## config.mk

```make
export PLATFORM = sky130hd
export DESIGN_NAME = mac_filt_regs
export DESIGN_NICKNAME = d
export VERILOG_FILES = /design/src/logic/mac_filt_pkg.sv /design/src/logic/hash_select.sv /design/src/logic/mac_filt_regs.sv /design/src/logic/mdc_divider.sv
export VERILOG_INCLUDE_DIRS = /design/src /design/src/logic
export SDC_FILE = /design/constraint.sdc
export NUM_CORES = 1
export LEC_CHECK = 0
export BUFFER_PORTS_ARGS = -buffer_cell sky130_fd_sc_hd__buf_2
export CELL_PAD_IN_SITES_DETAIL_PLACEMENT = 1
export CELL_PAD_IN_SITES_GLOBAL_PLACEMENT = 1
export CORE_MARGIN = 1.5
export CORE_UTILIZATION = 25
export DETAILED_ROUTE_END_ITERATION = 10
export PLACE_DENSITY = 0.54
export SYNTH_ARGS = -nofsm -noshare
export SYNTH_HDL_FRONTEND = slang
export SYNTH_SLANG_ARGS = --single-unit
```

## constraint.sdc

```tcl
create_clock -name clock -period 6.5 [get_ports clock]
set_input_delay 0.975 -clock clock [delete_from_list [all_inputs] [get_ports clock]]
set_output_delay 0.975 -clock clock [all_outputs]
set_load 0.005 [all_outputs]
```

## src/logic/mac_filt_cfg.svh

```systemverilog
// register offsets, reset values and timing constants for the mac address/hash/phy management bank
// assumes avalon-mm word addressing with index = printed offset
`ifndef MAC_FILT_CFG_SVH
`define MAC_FILT_CFG_SVH
`define OFS_ADDR_HIGH      4'h2
`define OFS_ADDR_LOW       4'h3
`define OFS_TABLE_UPPER    4'h4
`define OFS_TABLE_LOWER    4'h5
`define OFS_MGMT_ACCESS    4'h6
`define OFS_MGMT_DATA      4'h7
`define OFS_FILTER_CTRL    4'h9
`define RST_ADDR_HIGH      32'h00000FFF
`define RST_ADDR_LOW       32'h0FFFFFFF
`define RST_ZERO           32'h00000000
`define ACC_BUSY_BIT       0
`define ACC_WRITE_BIT      1
`define ACC_IDX_LSB        6
`define ACC_PHYAD_LSB      11
`define CTRL_PASS_ALL_BIT  0
`define EE_FIRST_LOC       8'h01
`define EE_LAST_LOC        8'h06
`define MDC_HALF_NS        200
`define CLK_PERIOD_NS      10
`define MDC_HALF_CYC       (`MDC_HALF_NS / `CLK_PERIOD_NS)
`endif

```

## src/logic/mac_filt_pkg.sv

```systemverilog
// types used by the register bank for its state machines
// assumes nothing beyond a systemverilog compiler
package mac_filt_pkg;
	typedef enum logic [1:0] {mg_idle, mg_shift, mg_done} mgmt_state_t;
	typedef enum logic [1:0] {ee_start, ee_wait, ee_finish} ee_state_t;
endpackage : mac_filt_pkg

```

## src/logic/hash_select.sv

```systemverilog
// hash table bit pick and multicast accept decision
// assumes the 6-bit hash index is computed upstream from the destination address
module hash_select (
	input  wire logic [31:0] table_upper,
	input  wire logic [31:0] table_lower,
	input  wire logic [5:0]  hash_index,
	input  wire logic        pass_all,
	output logic             accept
);
	logic picked;
	always_comb begin
		// top index bit picks the register, low five bits the bit in it
		picked = hash_index[5] ? table_upper[hash_index[4:0]] : table_lower[hash_index[4:0]]; // [RQ7] [RQ8] [RQ11]
		accept = pass_all | picked; // [RQ9] [RQ10]
	end
endmodule : hash_select

```

## src/logic/mac_filt_regs.sv

```systemverilog
// mac station address, multicast hash table and phy management register bank
// assumes avalon-mm master on clock, serial eeprom byte port and internal phy mdio
//
// What this block does
// [RQ1] high address register holds bits 47..32
// [RQ2] power-on eeprom load only if programmed
// [RQ3] high bytes from eeprom locations 5, 6
// [RQ4] low register from eeprom locations 1..4
// [RQ5] low byte zero goes first on wire
// [RQ6] address undefined until load; then host writable
// [RQ7] hash msb picks register, rest bit
// [RQ8] index 0 low bit0, 63 high bit31
// [RQ9] accept multicast when selected bit set
// [RQ10] pass-all accepts every multicast frame
// [RQ11] upper table bits 63..32, lower 31..0
// [RQ12] software writes phy address 00001b
// [RQ13] register index selects phy register
// [RQ14] write bit chooses phy write or read
// [RQ15] busy set by software, cleared when done
// [RQ16] software waits busy low before writing
// [RQ17] software holds data during phy write
// [RQ18] read data valid only after busy clears
// [RQ19] data register carries 16-bit phy value
// [RQ20] access runs as clause 22 frame
// [RQ21] reserved bits read zero, ignore writes
//
// The Avalon-MM register port was left to the implementer.
`include "mac_filt_cfg.svh"
module mac_filt_regs #(
	parameter int mdc_half = `MDC_HALF_CYC
) (
	input  wire logic        clock,
	input  wire logic        rst_n,
	input  wire logic [3:0]  avs_address,
	input  wire logic        avs_read,
	input  wire logic        avs_write,
	input  wire logic [31:0] avs_writedata,
	input  wire logic [3:0]  avs_byteenable,
	output logic [31:0]      avs_readdata,
	output logic             avs_waitrequest,
	output logic             avs_response_err,
	input  wire logic        ee_present,
	input  wire logic        ee_ack,
	input  wire logic [7:0]  ee_data,
	output logic             ee_req,
	output logic [7:0]       ee_loc,
	output logic             init_done,
	input  wire logic [5:0]  hash_index,
	output logic             multicast_accept,
	output logic [47:0]      station_address,
	output logic             mdc,
	output logic             mdio_out,
	output logic             mdio_oe_n,
	input  wire logic        mdio_in
);
	initial if (mdc_half < 1) $error("mdc_half must be at least one");

	// reserved-bit masks
	localparam logic [31:0] mask_high = 32'h0000FFFF;
	localparam logic [31:0] mask_acc  = 32'h0000FFC3;
	localparam logic [31:0] mask_data = 32'h0000FFFF;

	function automatic logic [31:0] merge(input logic [31:0] old, input logic [31:0] wd, input logic [3:0] be,
		input logic [31:0] mask);
		logic [31:0] r;
		r = old;
		for (int i = 0; i < 4; i++) begin
			if (be[i]) begin
				r[i*8 +: 8] = wd[i*8 +: 8];
			end
		end
		return r & mask; // [RQ21]
	endfunction : merge

	logic [31:0] addr_high_ff, nxt_addr_high;
	logic [31:0] addr_low_ff, nxt_addr_low;
	logic [31:0] tab_up_ff, nxt_tab_up;
	logic [31:0] tab_lo_ff, nxt_tab_lo;
	logic [31:0] acc_ff, nxt_acc;
	logic [31:0] data_ff, nxt_data;
	logic        pass_all_ff, nxt_pass_all;
	logic [31:0] rdata_ff, nxt_rdata;
	logic        wait_ff, nxt_wait;
	logic        err_ff, nxt_err;
	logic        ack_pulse;

	// eeprom load state
	mac_filt_pkg::ee_state_t ee_st_ff, nxt_ee_st;
	logic [7:0]  ee_loc_ff, nxt_ee_loc;
	logic        ee_req_ff, nxt_ee_req;
	logic        done_ff, nxt_done;

	// management frame state
	mac_filt_pkg::mgmt_state_t mg_st_ff, nxt_mg_st;
	logic [6:0]  bit_ff, nxt_bit;
	logic [63:0] shreg_ff, nxt_shreg;
	logic [15:0] rd_ff, nxt_rd;
	logic        mdc_ff, nxt_mdc;
	logic        mdo_ff, nxt_mdo;
	logic        oe_n_ff, nxt_oe_n;
	logic        is_wr_ff, nxt_is_wr;
	logic        tick;
	logic        acc_match;

	mdc_divider #(.half_cycles(mdc_half)) u_div (
		.clock(clock),
		.rst_n(rst_n),
		.run  (mg_st_ff == mac_filt_pkg::mg_shift),
		.tick (tick)
	);

	logic accept_c;
	hash_select u_hash (
		.table_upper(tab_up_ff),
		.table_lower(tab_lo_ff),
		.hash_index (hash_index),
		.pass_all   (pass_all_ff),
		.accept     (accept_c)
	);
	logic accept_ff;

	// avalon slave: one wait cycle, answer on the second
	always_comb begin
		nxt_wait  = 1'b1;
		ack_pulse = 1'b0;
		if ((avs_read | avs_write) & wait_ff) begin
			nxt_wait = 1'b0;
		end
		if ((avs_read | avs_write) & !wait_ff) begin
			ack_pulse = 1'b1;
		end
		nxt_rdata = rdata_ff;
		nxt_err   = 1'b0;
		if ((avs_read | avs_write) & wait_ff) begin
			nxt_rdata = 32'h00000000;
			case (avs_address)
				`OFS_ADDR_HIGH:   nxt_rdata = addr_high_ff; // [RQ1]
				`OFS_ADDR_LOW:    nxt_rdata = addr_low_ff;
				`OFS_TABLE_UPPER: nxt_rdata = tab_up_ff;
				`OFS_TABLE_LOWER: nxt_rdata = tab_lo_ff;
				`OFS_MGMT_ACCESS: nxt_rdata = acc_ff;
				`OFS_MGMT_DATA:   nxt_rdata = data_ff; // [RQ18]
				`OFS_FILTER_CTRL: nxt_rdata = {31'h00000000, pass_all_ff};
				default:          nxt_err   = 1'b1;
			endcase
		end
	end

	assign acc_match = avs_write & !wait_ff;

	// register file
	always_comb begin
		nxt_addr_high = addr_high_ff;
		nxt_addr_low  = addr_low_ff;
		nxt_tab_up    = tab_up_ff;
		nxt_tab_lo    = tab_lo_ff;
		nxt_acc       = acc_ff;
		nxt_data      = data_ff;
		nxt_pass_all  = pass_all_ff;
		if (acc_match) begin
			case (avs_address)
				`OFS_ADDR_HIGH:   nxt_addr_high = merge(addr_high_ff, avs_writedata, avs_byteenable, mask_high); // [RQ6]
				`OFS_ADDR_LOW:    nxt_addr_low  = merge(addr_low_ff, avs_writedata, avs_byteenable, 32'hFFFFFFFF);
				`OFS_TABLE_UPPER: nxt_tab_up    = merge(tab_up_ff, avs_writedata, avs_byteenable, 32'hFFFFFFFF);
				`OFS_TABLE_LOWER: nxt_tab_lo    = merge(tab_lo_ff, avs_writedata, avs_byteenable, 32'hFFFFFFFF);
				`OFS_MGMT_ACCESS: begin
					if (!acc_ff[`ACC_BUSY_BIT]) begin
						nxt_acc = merge(acc_ff, avs_writedata, avs_byteenable, mask_acc); // [RQ15] [RQ16]
					end
				end
				`OFS_MGMT_DATA: begin
					if (!acc_ff[`ACC_BUSY_BIT]) begin
						nxt_data = merge(data_ff, avs_writedata, avs_byteenable, mask_data); // [RQ17] [RQ19]
					end
				end
				`OFS_FILTER_CTRL: begin
					if (avs_byteenable[0]) begin
						nxt_pass_all = avs_writedata[`CTRL_PASS_ALL_BIT];
					end
				end
				default: begin
				end
			endcase
		end
		// eeprom bytes land in wire order, location 1 at low byte 0
		if (ee_req_ff & ee_ack) begin
			case (ee_loc_ff)
				8'h01: nxt_addr_low[7:0]   = ee_data; // [RQ4] [RQ5]
				8'h02: nxt_addr_low[15:8]  = ee_data;
				8'h03: nxt_addr_low[23:16] = ee_data;
				8'h04: nxt_addr_low[31:24] = ee_data;
				8'h05: nxt_addr_high[7:0]  = ee_data; // [RQ3]
				8'h06: nxt_addr_high[15:8] = ee_data;
				default: begin
				end
			endcase
		end
		if (mg_st_ff == mac_filt_pkg::mg_done) begin
			nxt_acc[`ACC_BUSY_BIT] = 1'b0; // [RQ15]
			if (!is_wr_ff) begin
				nxt_data = {16'h0000, rd_ff}; // [RQ14] [RQ18]
			end
		end
	end

	// power-on eeprom load
	always_comb begin
		nxt_ee_st  = ee_st_ff;
		nxt_ee_loc = ee_loc_ff;
		nxt_ee_req = ee_req_ff;
		nxt_done   = done_ff;
		case (ee_st_ff)
			mac_filt_pkg::ee_start: begin
				if (ee_present) begin
					nxt_ee_st  = mac_filt_pkg::ee_wait; // [RQ2]
					nxt_ee_loc = `EE_FIRST_LOC;
					nxt_ee_req = 1'b1;
				end else begin
					nxt_ee_st = mac_filt_pkg::ee_finish;
					nxt_done  = 1'b1;
				end
			end
			mac_filt_pkg::ee_wait: begin
				if (ee_ack) begin
					if (ee_loc_ff == `EE_LAST_LOC) begin
						nxt_ee_req = 1'b0;
						nxt_ee_st  = mac_filt_pkg::ee_finish;
						nxt_done   = 1'b1;
					end else begin
						nxt_ee_loc = ee_loc_ff + 8'h01;
					end
				end
			end
			mac_filt_pkg::ee_finish: begin
			end
			default: nxt_ee_st = mac_filt_pkg::ee_finish;
		endcase
	end

	// clause 22 frame: 32 preamble, st 01, op, phyad, regad, ta, data
	always_comb begin
		nxt_mg_st = mg_st_ff;
		nxt_bit   = bit_ff;
		nxt_shreg = shreg_ff;
		nxt_rd    = rd_ff;
		nxt_mdc   = mdc_ff;
		nxt_mdo   = mdo_ff;
		nxt_oe_n  = oe_n_ff;
		nxt_is_wr = is_wr_ff;
		case (mg_st_ff)
			mac_filt_pkg::mg_idle: begin
				nxt_mdc  = 1'b0;
				nxt_oe_n = 1'b1;
				if (acc_ff[`ACC_BUSY_BIT]) begin
					nxt_is_wr = acc_ff[`ACC_WRITE_BIT]; // [RQ14]
					nxt_shreg = {32'hFFFFFFFF, 2'b01, acc_ff[`ACC_WRITE_BIT] ? 2'b01 : 2'b10,
						acc_ff[`ACC_PHYAD_LSB +: 5], acc_ff[`ACC_IDX_LSB +: 5], 2'b10, data_ff[15:0]}; // [RQ13] [RQ20]
					nxt_bit   = 7'h00;
					nxt_mg_st = mac_filt_pkg::mg_shift;
				end
			end
			mac_filt_pkg::mg_shift: begin
				if (tick) begin
					nxt_mdc = !mdc_ff;
					if (mdc_ff) begin
						// falling edge: drive next bit, release from turnaround on reads
						// the last high phase runs its full length before the frame ends
						if (bit_ff == 7'd65) begin
							nxt_mg_st = mac_filt_pkg::mg_done;
						end else begin
							nxt_mdo   = shreg_ff[63];
							nxt_oe_n  = !is_wr_ff & (bit_ff >= 7'd47); // [RQ20]
							nxt_shreg = {shreg_ff[62:0], 1'b0};
						end
					end else begin
						if (bit_ff >= 7'd48) begin
							nxt_rd = {rd_ff[14:0], mdio_in};
						end
						nxt_bit = bit_ff + 7'h01;
					end
				end
			end
			mac_filt_pkg::mg_done: begin
				nxt_mdc   = 1'b0;
				nxt_oe_n  = 1'b1;
				nxt_mg_st = mac_filt_pkg::mg_idle;
			end
			default: nxt_mg_st = mac_filt_pkg::mg_idle;
		endcase
	end

	always_ff @(posedge clock) begin
		if (!rst_n) begin
			addr_high_ff <= `RST_ADDR_HIGH;
			addr_low_ff  <= `RST_ADDR_LOW;
			tab_up_ff    <= `RST_ZERO;
			tab_lo_ff    <= `RST_ZERO;
			acc_ff       <= `RST_ZERO;
			data_ff      <= `RST_ZERO;
			pass_all_ff  <= 1'b0;
			rdata_ff     <= `RST_ZERO;
			wait_ff      <= 1'b1;
			err_ff       <= 1'b0;
			ee_st_ff     <= mac_filt_pkg::ee_start;
			ee_loc_ff    <= 8'h00;
			ee_req_ff    <= 1'b0;
			done_ff      <= 1'b0;
			mg_st_ff     <= mac_filt_pkg::mg_idle;
			bit_ff       <= 7'h00;
			shreg_ff     <= 64'h0;
			rd_ff        <= 16'h0000;
			mdc_ff       <= 1'b0;
			mdo_ff       <= 1'b1;
			oe_n_ff      <= 1'b1;
			is_wr_ff     <= 1'b0;
			accept_ff    <= 1'b0;
		end else begin
			addr_high_ff <= nxt_addr_high;
			addr_low_ff  <= nxt_addr_low;
			tab_up_ff    <= nxt_tab_up;
			tab_lo_ff    <= nxt_tab_lo;
			acc_ff       <= nxt_acc;
			data_ff      <= nxt_data;
			pass_all_ff  <= nxt_pass_all;
			rdata_ff     <= nxt_rdata;
			wait_ff      <= ack_pulse ? 1'b1 : nxt_wait;
			err_ff       <= nxt_err;
			ee_st_ff     <= nxt_ee_st;
			ee_loc_ff    <= nxt_ee_loc;
			ee_req_ff    <= nxt_ee_req;
			done_ff      <= nxt_done;
			mg_st_ff     <= nxt_mg_st;
			bit_ff       <= nxt_bit;
			shreg_ff     <= nxt_shreg;
			rd_ff        <= nxt_rd;
			mdc_ff       <= nxt_mdc;
			mdo_ff       <= nxt_mdo;
			oe_n_ff      <= nxt_oe_n;
			is_wr_ff     <= nxt_is_wr;
			accept_ff    <= accept_c;
		end
	end

	assign avs_readdata     = rdata_ff;
	assign avs_waitrequest  = wait_ff;
	assign avs_response_err = err_ff;
	assign ee_req           = ee_req_ff;
	assign ee_loc           = ee_loc_ff;
	assign init_done        = done_ff;
	assign multicast_accept = accept_ff;
	assign station_address  = {addr_high_ff[15:0], addr_low_ff};
	assign mdc              = mdc_ff;
	assign mdio_out         = mdo_ff;
	assign mdio_oe_n        = oe_n_ff;
endmodule : mac_filt_regs

```

## src/logic/mdc_divider.sv

```systemverilog
// divider producing one-cycle enables at each management clock half period
// assumes a single system clock
`include "mac_filt_cfg.svh"
module mdc_divider #(
	parameter int half_cycles = `MDC_HALF_CYC
) (
	input  wire logic clock,
	input  wire logic rst_n,
	input  wire logic run,
	output logic      tick
);
	initial if (half_cycles < 1) $error("half_cycles must be at least one");
	logic [15:0] cnt_ff;
	logic [15:0] nxt_cnt;
	logic        tick_ff;
	logic        nxt_tick;
	always_comb begin
		nxt_tick = 1'b0;
		nxt_cnt  = cnt_ff + 16'h0001;
		if (!run) begin
			nxt_cnt = 16'h0000;
		end else if (cnt_ff == 16'(half_cycles - 1)) begin
			nxt_cnt  = 16'h0000;
			nxt_tick = 1'b1;
		end
	end
	always_ff @(posedge clock) begin
		if (!rst_n) begin
			cnt_ff  <= 16'h0000;
			tick_ff <= 1'b0;
		end else begin
			cnt_ff  <= nxt_cnt;
			tick_ff <= nxt_tick;
		end
	end
	assign tick = tick_ff;
endmodule : mdc_divider

```

==> metrics, run 1 <==
outcome finished clean; Max FO, Critical Path 8; Fin Hold WS 0.437 ns; hpwl dp between 30000 and 40000 microns; Power Dens Cells 260 mW/mm^2; WP buf/inv 0; maximum VDD drop ~0.17 mV; die height roughly 240 microns; vias in the first global route 11700; P_leak 6.86 nW; I/O Pins roughly 160; post-route setup TNS 0 ns; final core occ 0.301; Overflow after GRT 0; most common cell after layout, fill and taps aside dfxtp_1; clock root buffer clkbuf_16; cell count of the worst reg-to-reg path 5; Detailed Route Iter0 Violations 618; slowest stage cell, crit path nor3b_2; Clock H-tree levels 2; R2R Setup Slk 3.64 ns; synthesized area per cell 9.63 sq um; post-route minimum period 2.86 ns; Crit path top cell by count or4_4; Fin Clk Skew 0.0266 ns; antenna-violating nets left 0; largest cells by area after synthesis dfxtp_1 44%, mux2i_1 11%, o211a_1 6.1%; number of antenna violations at the first check in global routing 2; Pre-antenna DRT Iters 7; number of synthesized register bits 314; Cells after Synth between 1000 and 1500; Setup Fix Bufs, Post-CTS 0; Synth warnings 0; Port Buffer Count 156; area delta synth->final 19.5%; Layout fillers 6469; GRT Overall Usage 0.168; Vias 11500; clock tree from TritonCTS yes; clk sink count around 310; Resize count post-CTS 0; Unique masters post-synth 57; hold buffers post-CTS 0; startpoint types flip-flop; share of cells above drive strength 1 0.193; Num CTS Buffers 38; CP Data Required Time 6.88 ns; unrepaired setup endpoints after global routing no; Net Count, Synth ~1500; WP depth 5; Clock Tree Buf Depth 3; hold path cells 1; CP peak stage delay 0.89 ns; critical path type flip-flop to flip-flop; register area share after synthesis 0.444; mapped cell area 0.0142 sq mm; clk_lat worst skew 0.56 ns; Worst-path clk slew 0.06 ns; critical path, cell by cell or4_4 > or4_4 > nor3b_2 > mux2i_1 > nand2_1; Hold WC Path Type flip-flop to flip-flop; max frequency 350 MHz; DRC violations left 0; Die W 241 microns; Die ar. 0.0581 sq mm; largest net degree at the start of global routing 96; top_reg_cell synth dfxtp_1; final WL 49200 microns; endpoint type of the worst setup path flip-flop; final number of hold-violating endpoints 0; CP delay by family, top simple AND/OR/NAND/NOR gates; Worst-Margin Slew 1.07 ns; top cell type by total area after synthesis dfxtp_1; ant diodes 0; Synth top area share 0.444; first-pass GRT wire length 74100 microns; core area about 0.056 sq mm; # setup viols final 0; most frequent cells in the layout 314 x dfxtp_1, 200 x nand2_1, 155 x buf_2; Final Net Count 1639; Final Max Tran Viols 0; drt via density between 4 and 5; worst rel slew slack 0.284; EDFF count, synth 0; worst path arrival time 3.24 ns; period utilization 0.440; num rows 87; Initial Util 0.252; routability congestion estimate 0.795; WL per Instance 20.9 microns; max-cap violation count 0; asr flop ratio synth 0
==> layout make-up <==
class / instances / area, sq um / share of cell area
flip-flops and latches: 314 / 6290 / 0.371
inverters: 18 / 67.6 / 0.00399
repair buffers: 171 / 900 / 0.0531
well taps: 756 / 946 / 0.0559
clock buffers: 55 / 1140 / 0.0673
multi-input cells: 1027 / 7430 / 0.439
clock inverters: 15 / 158 / 0.00931
==> power breakdown <==
group / switching [mW] / internal, mW
clock: 0.871 / 1.34
combinational: 0.154 / 0.0773
sequential: 0.0155 / 1.95
total: 1.04 / 3.36
==> registers in the layout, summed over array words and instances (netlist names), 7 cells and up <==
signal,flops
shreg_ff,64
addr_low_ff,32
avs_readdata,32
data_ff,32
tab_lo_ff,32
tab_up_ff,32
addr_high_ff,16
rd_ff,16
u_div.cnt_ff,16
acc_ff,12
ee_loc,8
bit_ff,7
==> cell usage after synthesis, drive strengths merged, types with 8 or more instances <==
library cell / count
mux2i: 151
nor2b: 93
and2: 21
nand3: 58
nor4: 8
buf: 16
ha: 8
dfxtp: 314
inv: 18
clkbuf: 97
a21boi: 14
a22o: 11
a22oi: 37
nand2: 200
mux2: 41
nor2: 91
a21oi: 8
nand4: 9
o21ai: 43
o211a: 87
a222oi: 22
xor2: 10
xnor2: 15
mux4: 16
a31oi: 23
==> path summary, 6_finish.rpt <==
check                                       end       startpoint
worst max register to register   addr_low_ff[4]        ee_loc[4]
worst max-delay path             addr_low_ff[4]        ee_loc[4]
worst min register to register  u_div.cnt_ff[0]  u_div.cnt_ff[0]
worst min-delay path            u_div.cnt_ff[0]  u_div.cnt_ff[0]
==> cells by family after synthesis <==
| logic type | share of synthesized area |
|---|---|
| AO/OA/AOI/OAI | 0.148 |
| XOR/XNOR | 0.0155 |
| adder cells (fa/ha/maj) | 0.00706 |
| buffers and inverters | 0.0371 |
| flip-flops | 0.444 |
| multiplexers | 0.165 |
| AND/OR/NAND/NOR | 0.184 |
==> metrics by stage <==
step	cells	total power [mW]	setup slack, ns	instance area (sq um)
2_1_floorplan	1472	2.12	3.79	14200
3_3_place_gp	2286	2.23	3.14	15600
3_5_place_dp	2286	2.24	3.08	15600
4_1_cts	2356	4.47	3.63	16900
5_1_grt	2356	4.56	3.34	16900
6_report	2356	4.40	3.64	16900
==> per-layer routing <==
metal	part of all wire	vias up	GRT usage
li1	-	5452	-
met4	0.037	4	0.0665
met5	0.00055	-	0
met3	0.054	88	0.0400
met1	0.45	5712	0.214
met2	0.46	234	0.273
No activity file was read; power rests on OpenSTA's default activity.
==> run 2, diff against run 1 <==
--- a/config.mk
+++ b/config.mk
@@ -12,7 +12,7 @@
 export CORE_MARGIN = 1.5
 export CORE_UTILIZATION = 25
 export DETAILED_ROUTE_END_ITERATION = 10
-export PLACE_DENSITY = 0.54
+export PLACE_DENSITY = 0.56
 export SYNTH_ARGS = -nofsm -noshare
 export SYNTH_HDL_FRONTEND = slang
 export SYNTH_SLANG_ARGS = --single-unit
==> constraint.sdc (replaced) <==
create_clock -name clock -period 2.6 [get_ports clock]
set_input_delay 0.39 -clock clock [delete_from_list [all_inputs] [get_ports clock]]
set_output_delay 0.39 -clock clock [all_outputs]
set_load 0.005 [all_outputs]
==> run 2 against run 1 <==
Against the previous run:
- critical path depth increased by 1
- largest power group unchanged
- final area increased by 1.1%
- register-to-register slack got worse by 3.3 ns
- clock skew rose by 0.0064 ns
- count of clock-buffer cells in the layout is 2 higher
- highest routed layer unchanged
==> metrics, run 2 (synthesis results as in run 1) <==
outcome finished clean; WL per Instance 20.6 microns; Crit path top cell by count or4_4; clk sink count roughly 310; critical path, cell by cell or4_4 > or4_4 > nor3b_2 > buf_4 > mux2i_1 > nand2_1; most frequent cells in the layout 314 x dfxtp_1, 200 x nand2_1, 155 x buf_2; Setup Fix Bufs, Post-CTS 0; Max FO, Critical Path 8; worst rel slew slack 0.496; post-route setup TNS 0 ns; WP buf/inv 1; maximum VDD drop about 0.34 mV; Resize count post-CTS 0; cell count of the worst reg-to-reg path 6; max-cap violation count 0; Detailed Route Iter0 Violations around 570; most common cell after layout, fill and taps aside dfxtp_1; Overflow after GRT 0; Power Total 10.7 mW; hold path cells 3; Clock H-tree levels 2; period utilization 0.882; final number of hold-violating endpoints 0; hold buffers post-CTS 0; area delta synth->final 20.7%; share of cells above drive strength 1 0.206; core area between 0.05 and 0.06 sq mm; vias in the first global route about 12000; R2R Setup Slk 0.31 ns; max frequency around 440 MHz; clock root buffer clkbuf_16; Initial Util 0.252; worst path arrival time 2.73 ns; # setup viols final 0; Non-Filler Instances 2386; Final Max Tran Viols 0; Vias 11600; max FFs per register 64; Power Dens Cells between 600 and 700 mW/mm^2; drt via density 4.86; critical path type flip-flop to flip-flop; antenna-violating nets left 0; Worst-Margin Slew 0.755 ns; Die ar. between 0.05 and 0.06 sq mm; Hold WC Path Type input port to flip-flop; Clock Tree Buf Depth 3; I/O Pins 157; hpwl dp around 35000 microns; slowest stage cell, crit path or4_4; largest net degree at the start of global routing 86; clk_lat worst skew 0.56 ns; CP Data Required Time approximately 3.0 ns; unrepaired setup endpoints after global routing no; endpoint type of the worst setup path flip-flop; worst r2r src ee_loc[4]; DRC violations left 0; die height 241 microns; CP peak stage delay 0.59 ns; P_leak 6.99 nW; Final Net Count around 1700; first-pass GRT wire length 74600 microns; startpoint types flip-flop; clock tree from TritonCTS yes; R2R Path End addr_low_ff[20]; register bank with the most flops shreg_ff; Num CTS Buffers 38; final WL 49100 microns; Worst-path clk slew 0.06 ns; Worst Hold End rd_ff[0]; Worst Hold Launch mdio_in; Fin Clk Skew 0.0330 ns; Pre-antenna DRT Iters 6; num rows 87; placed instance count approximately 2300; post-route minimum period 2.29 ns; CP delay by family, top simple AND/OR/NAND/NOR gates; routability congestion estimate roughly 0.83; GRT Overall Usage 0.168; final core occ 0.305; number of antenna violations at the first check in global routing 2; Die W roughly 240 microns; Port Buffer Count around 160
==> run 2: how the worst max path moves through the flow <==
stage | end | startpoint | cells past startpoint
4_1_cts | addr_low_ff[20] | ee_loc[4] | 6
3_3_place_gp | addr_low_ff[20] | ee_loc[4] | 6
2_1_floorplan | addr_high_ff[10] | avs_address[1] | 7
5_1_grt | addr_high_ff[3] | ee_loc[4] | 5
3_5_place_dp | addr_low_ff[20] | ee_loc[4] | 6
6_report | addr_low_ff[20] | ee_loc[4] | 6
==> run 2: final cells by class <==
| type | count | area, sq um |
|---|---|---|
| Sequential cell | 314 | 6290 |
| Inverter | 18 | 67.6 |
| Fill cell | 6436 | 39100 |
| Antenna cell | 1 | 2.50 |
| Tap cell | 756 | 946 |
| Multi-Input combinational cell | 1027 | 7420 |
| Clock buffer | 57 | 1120 |
| Clock inverter | 10 | 83.8 |
| Timing Repair Buffer | 203 | 1180 |
==> run 2: tightest hold or removal path, stage by stage <==
cell     delay, ns
buf_2         0.08
mux2i_1       0.06
nor2b_1       0.10
==> run 2: power by group <==
part	internal [mW]	leakage, nW	switching [mW]
Clock	3.08	0.592	2.15
Combinational	0.210	3.86	0.384
Sequential	4.86	2.54	0.0449
==> run 2: stage by stage <==
step                instance area (sq um)  setup slack [ns]  hold WS (ns)
floorplan                           14200             0.476         0.413
detailed placement                  15900             0.282         0.437
CTS                                 17100             0.291        0.0991
global placement                    15900             0.367         0.424
global route                        17100             0.156         0.142
finish                              17100             0.306         0.131
==> run 2: routing by layer <==
metal	global-route usage	routed length, microns
met1	0.207	21600
met2	0.294	24100
met3	0.0355	2210
met4	0.0470	1170
met5	0	12
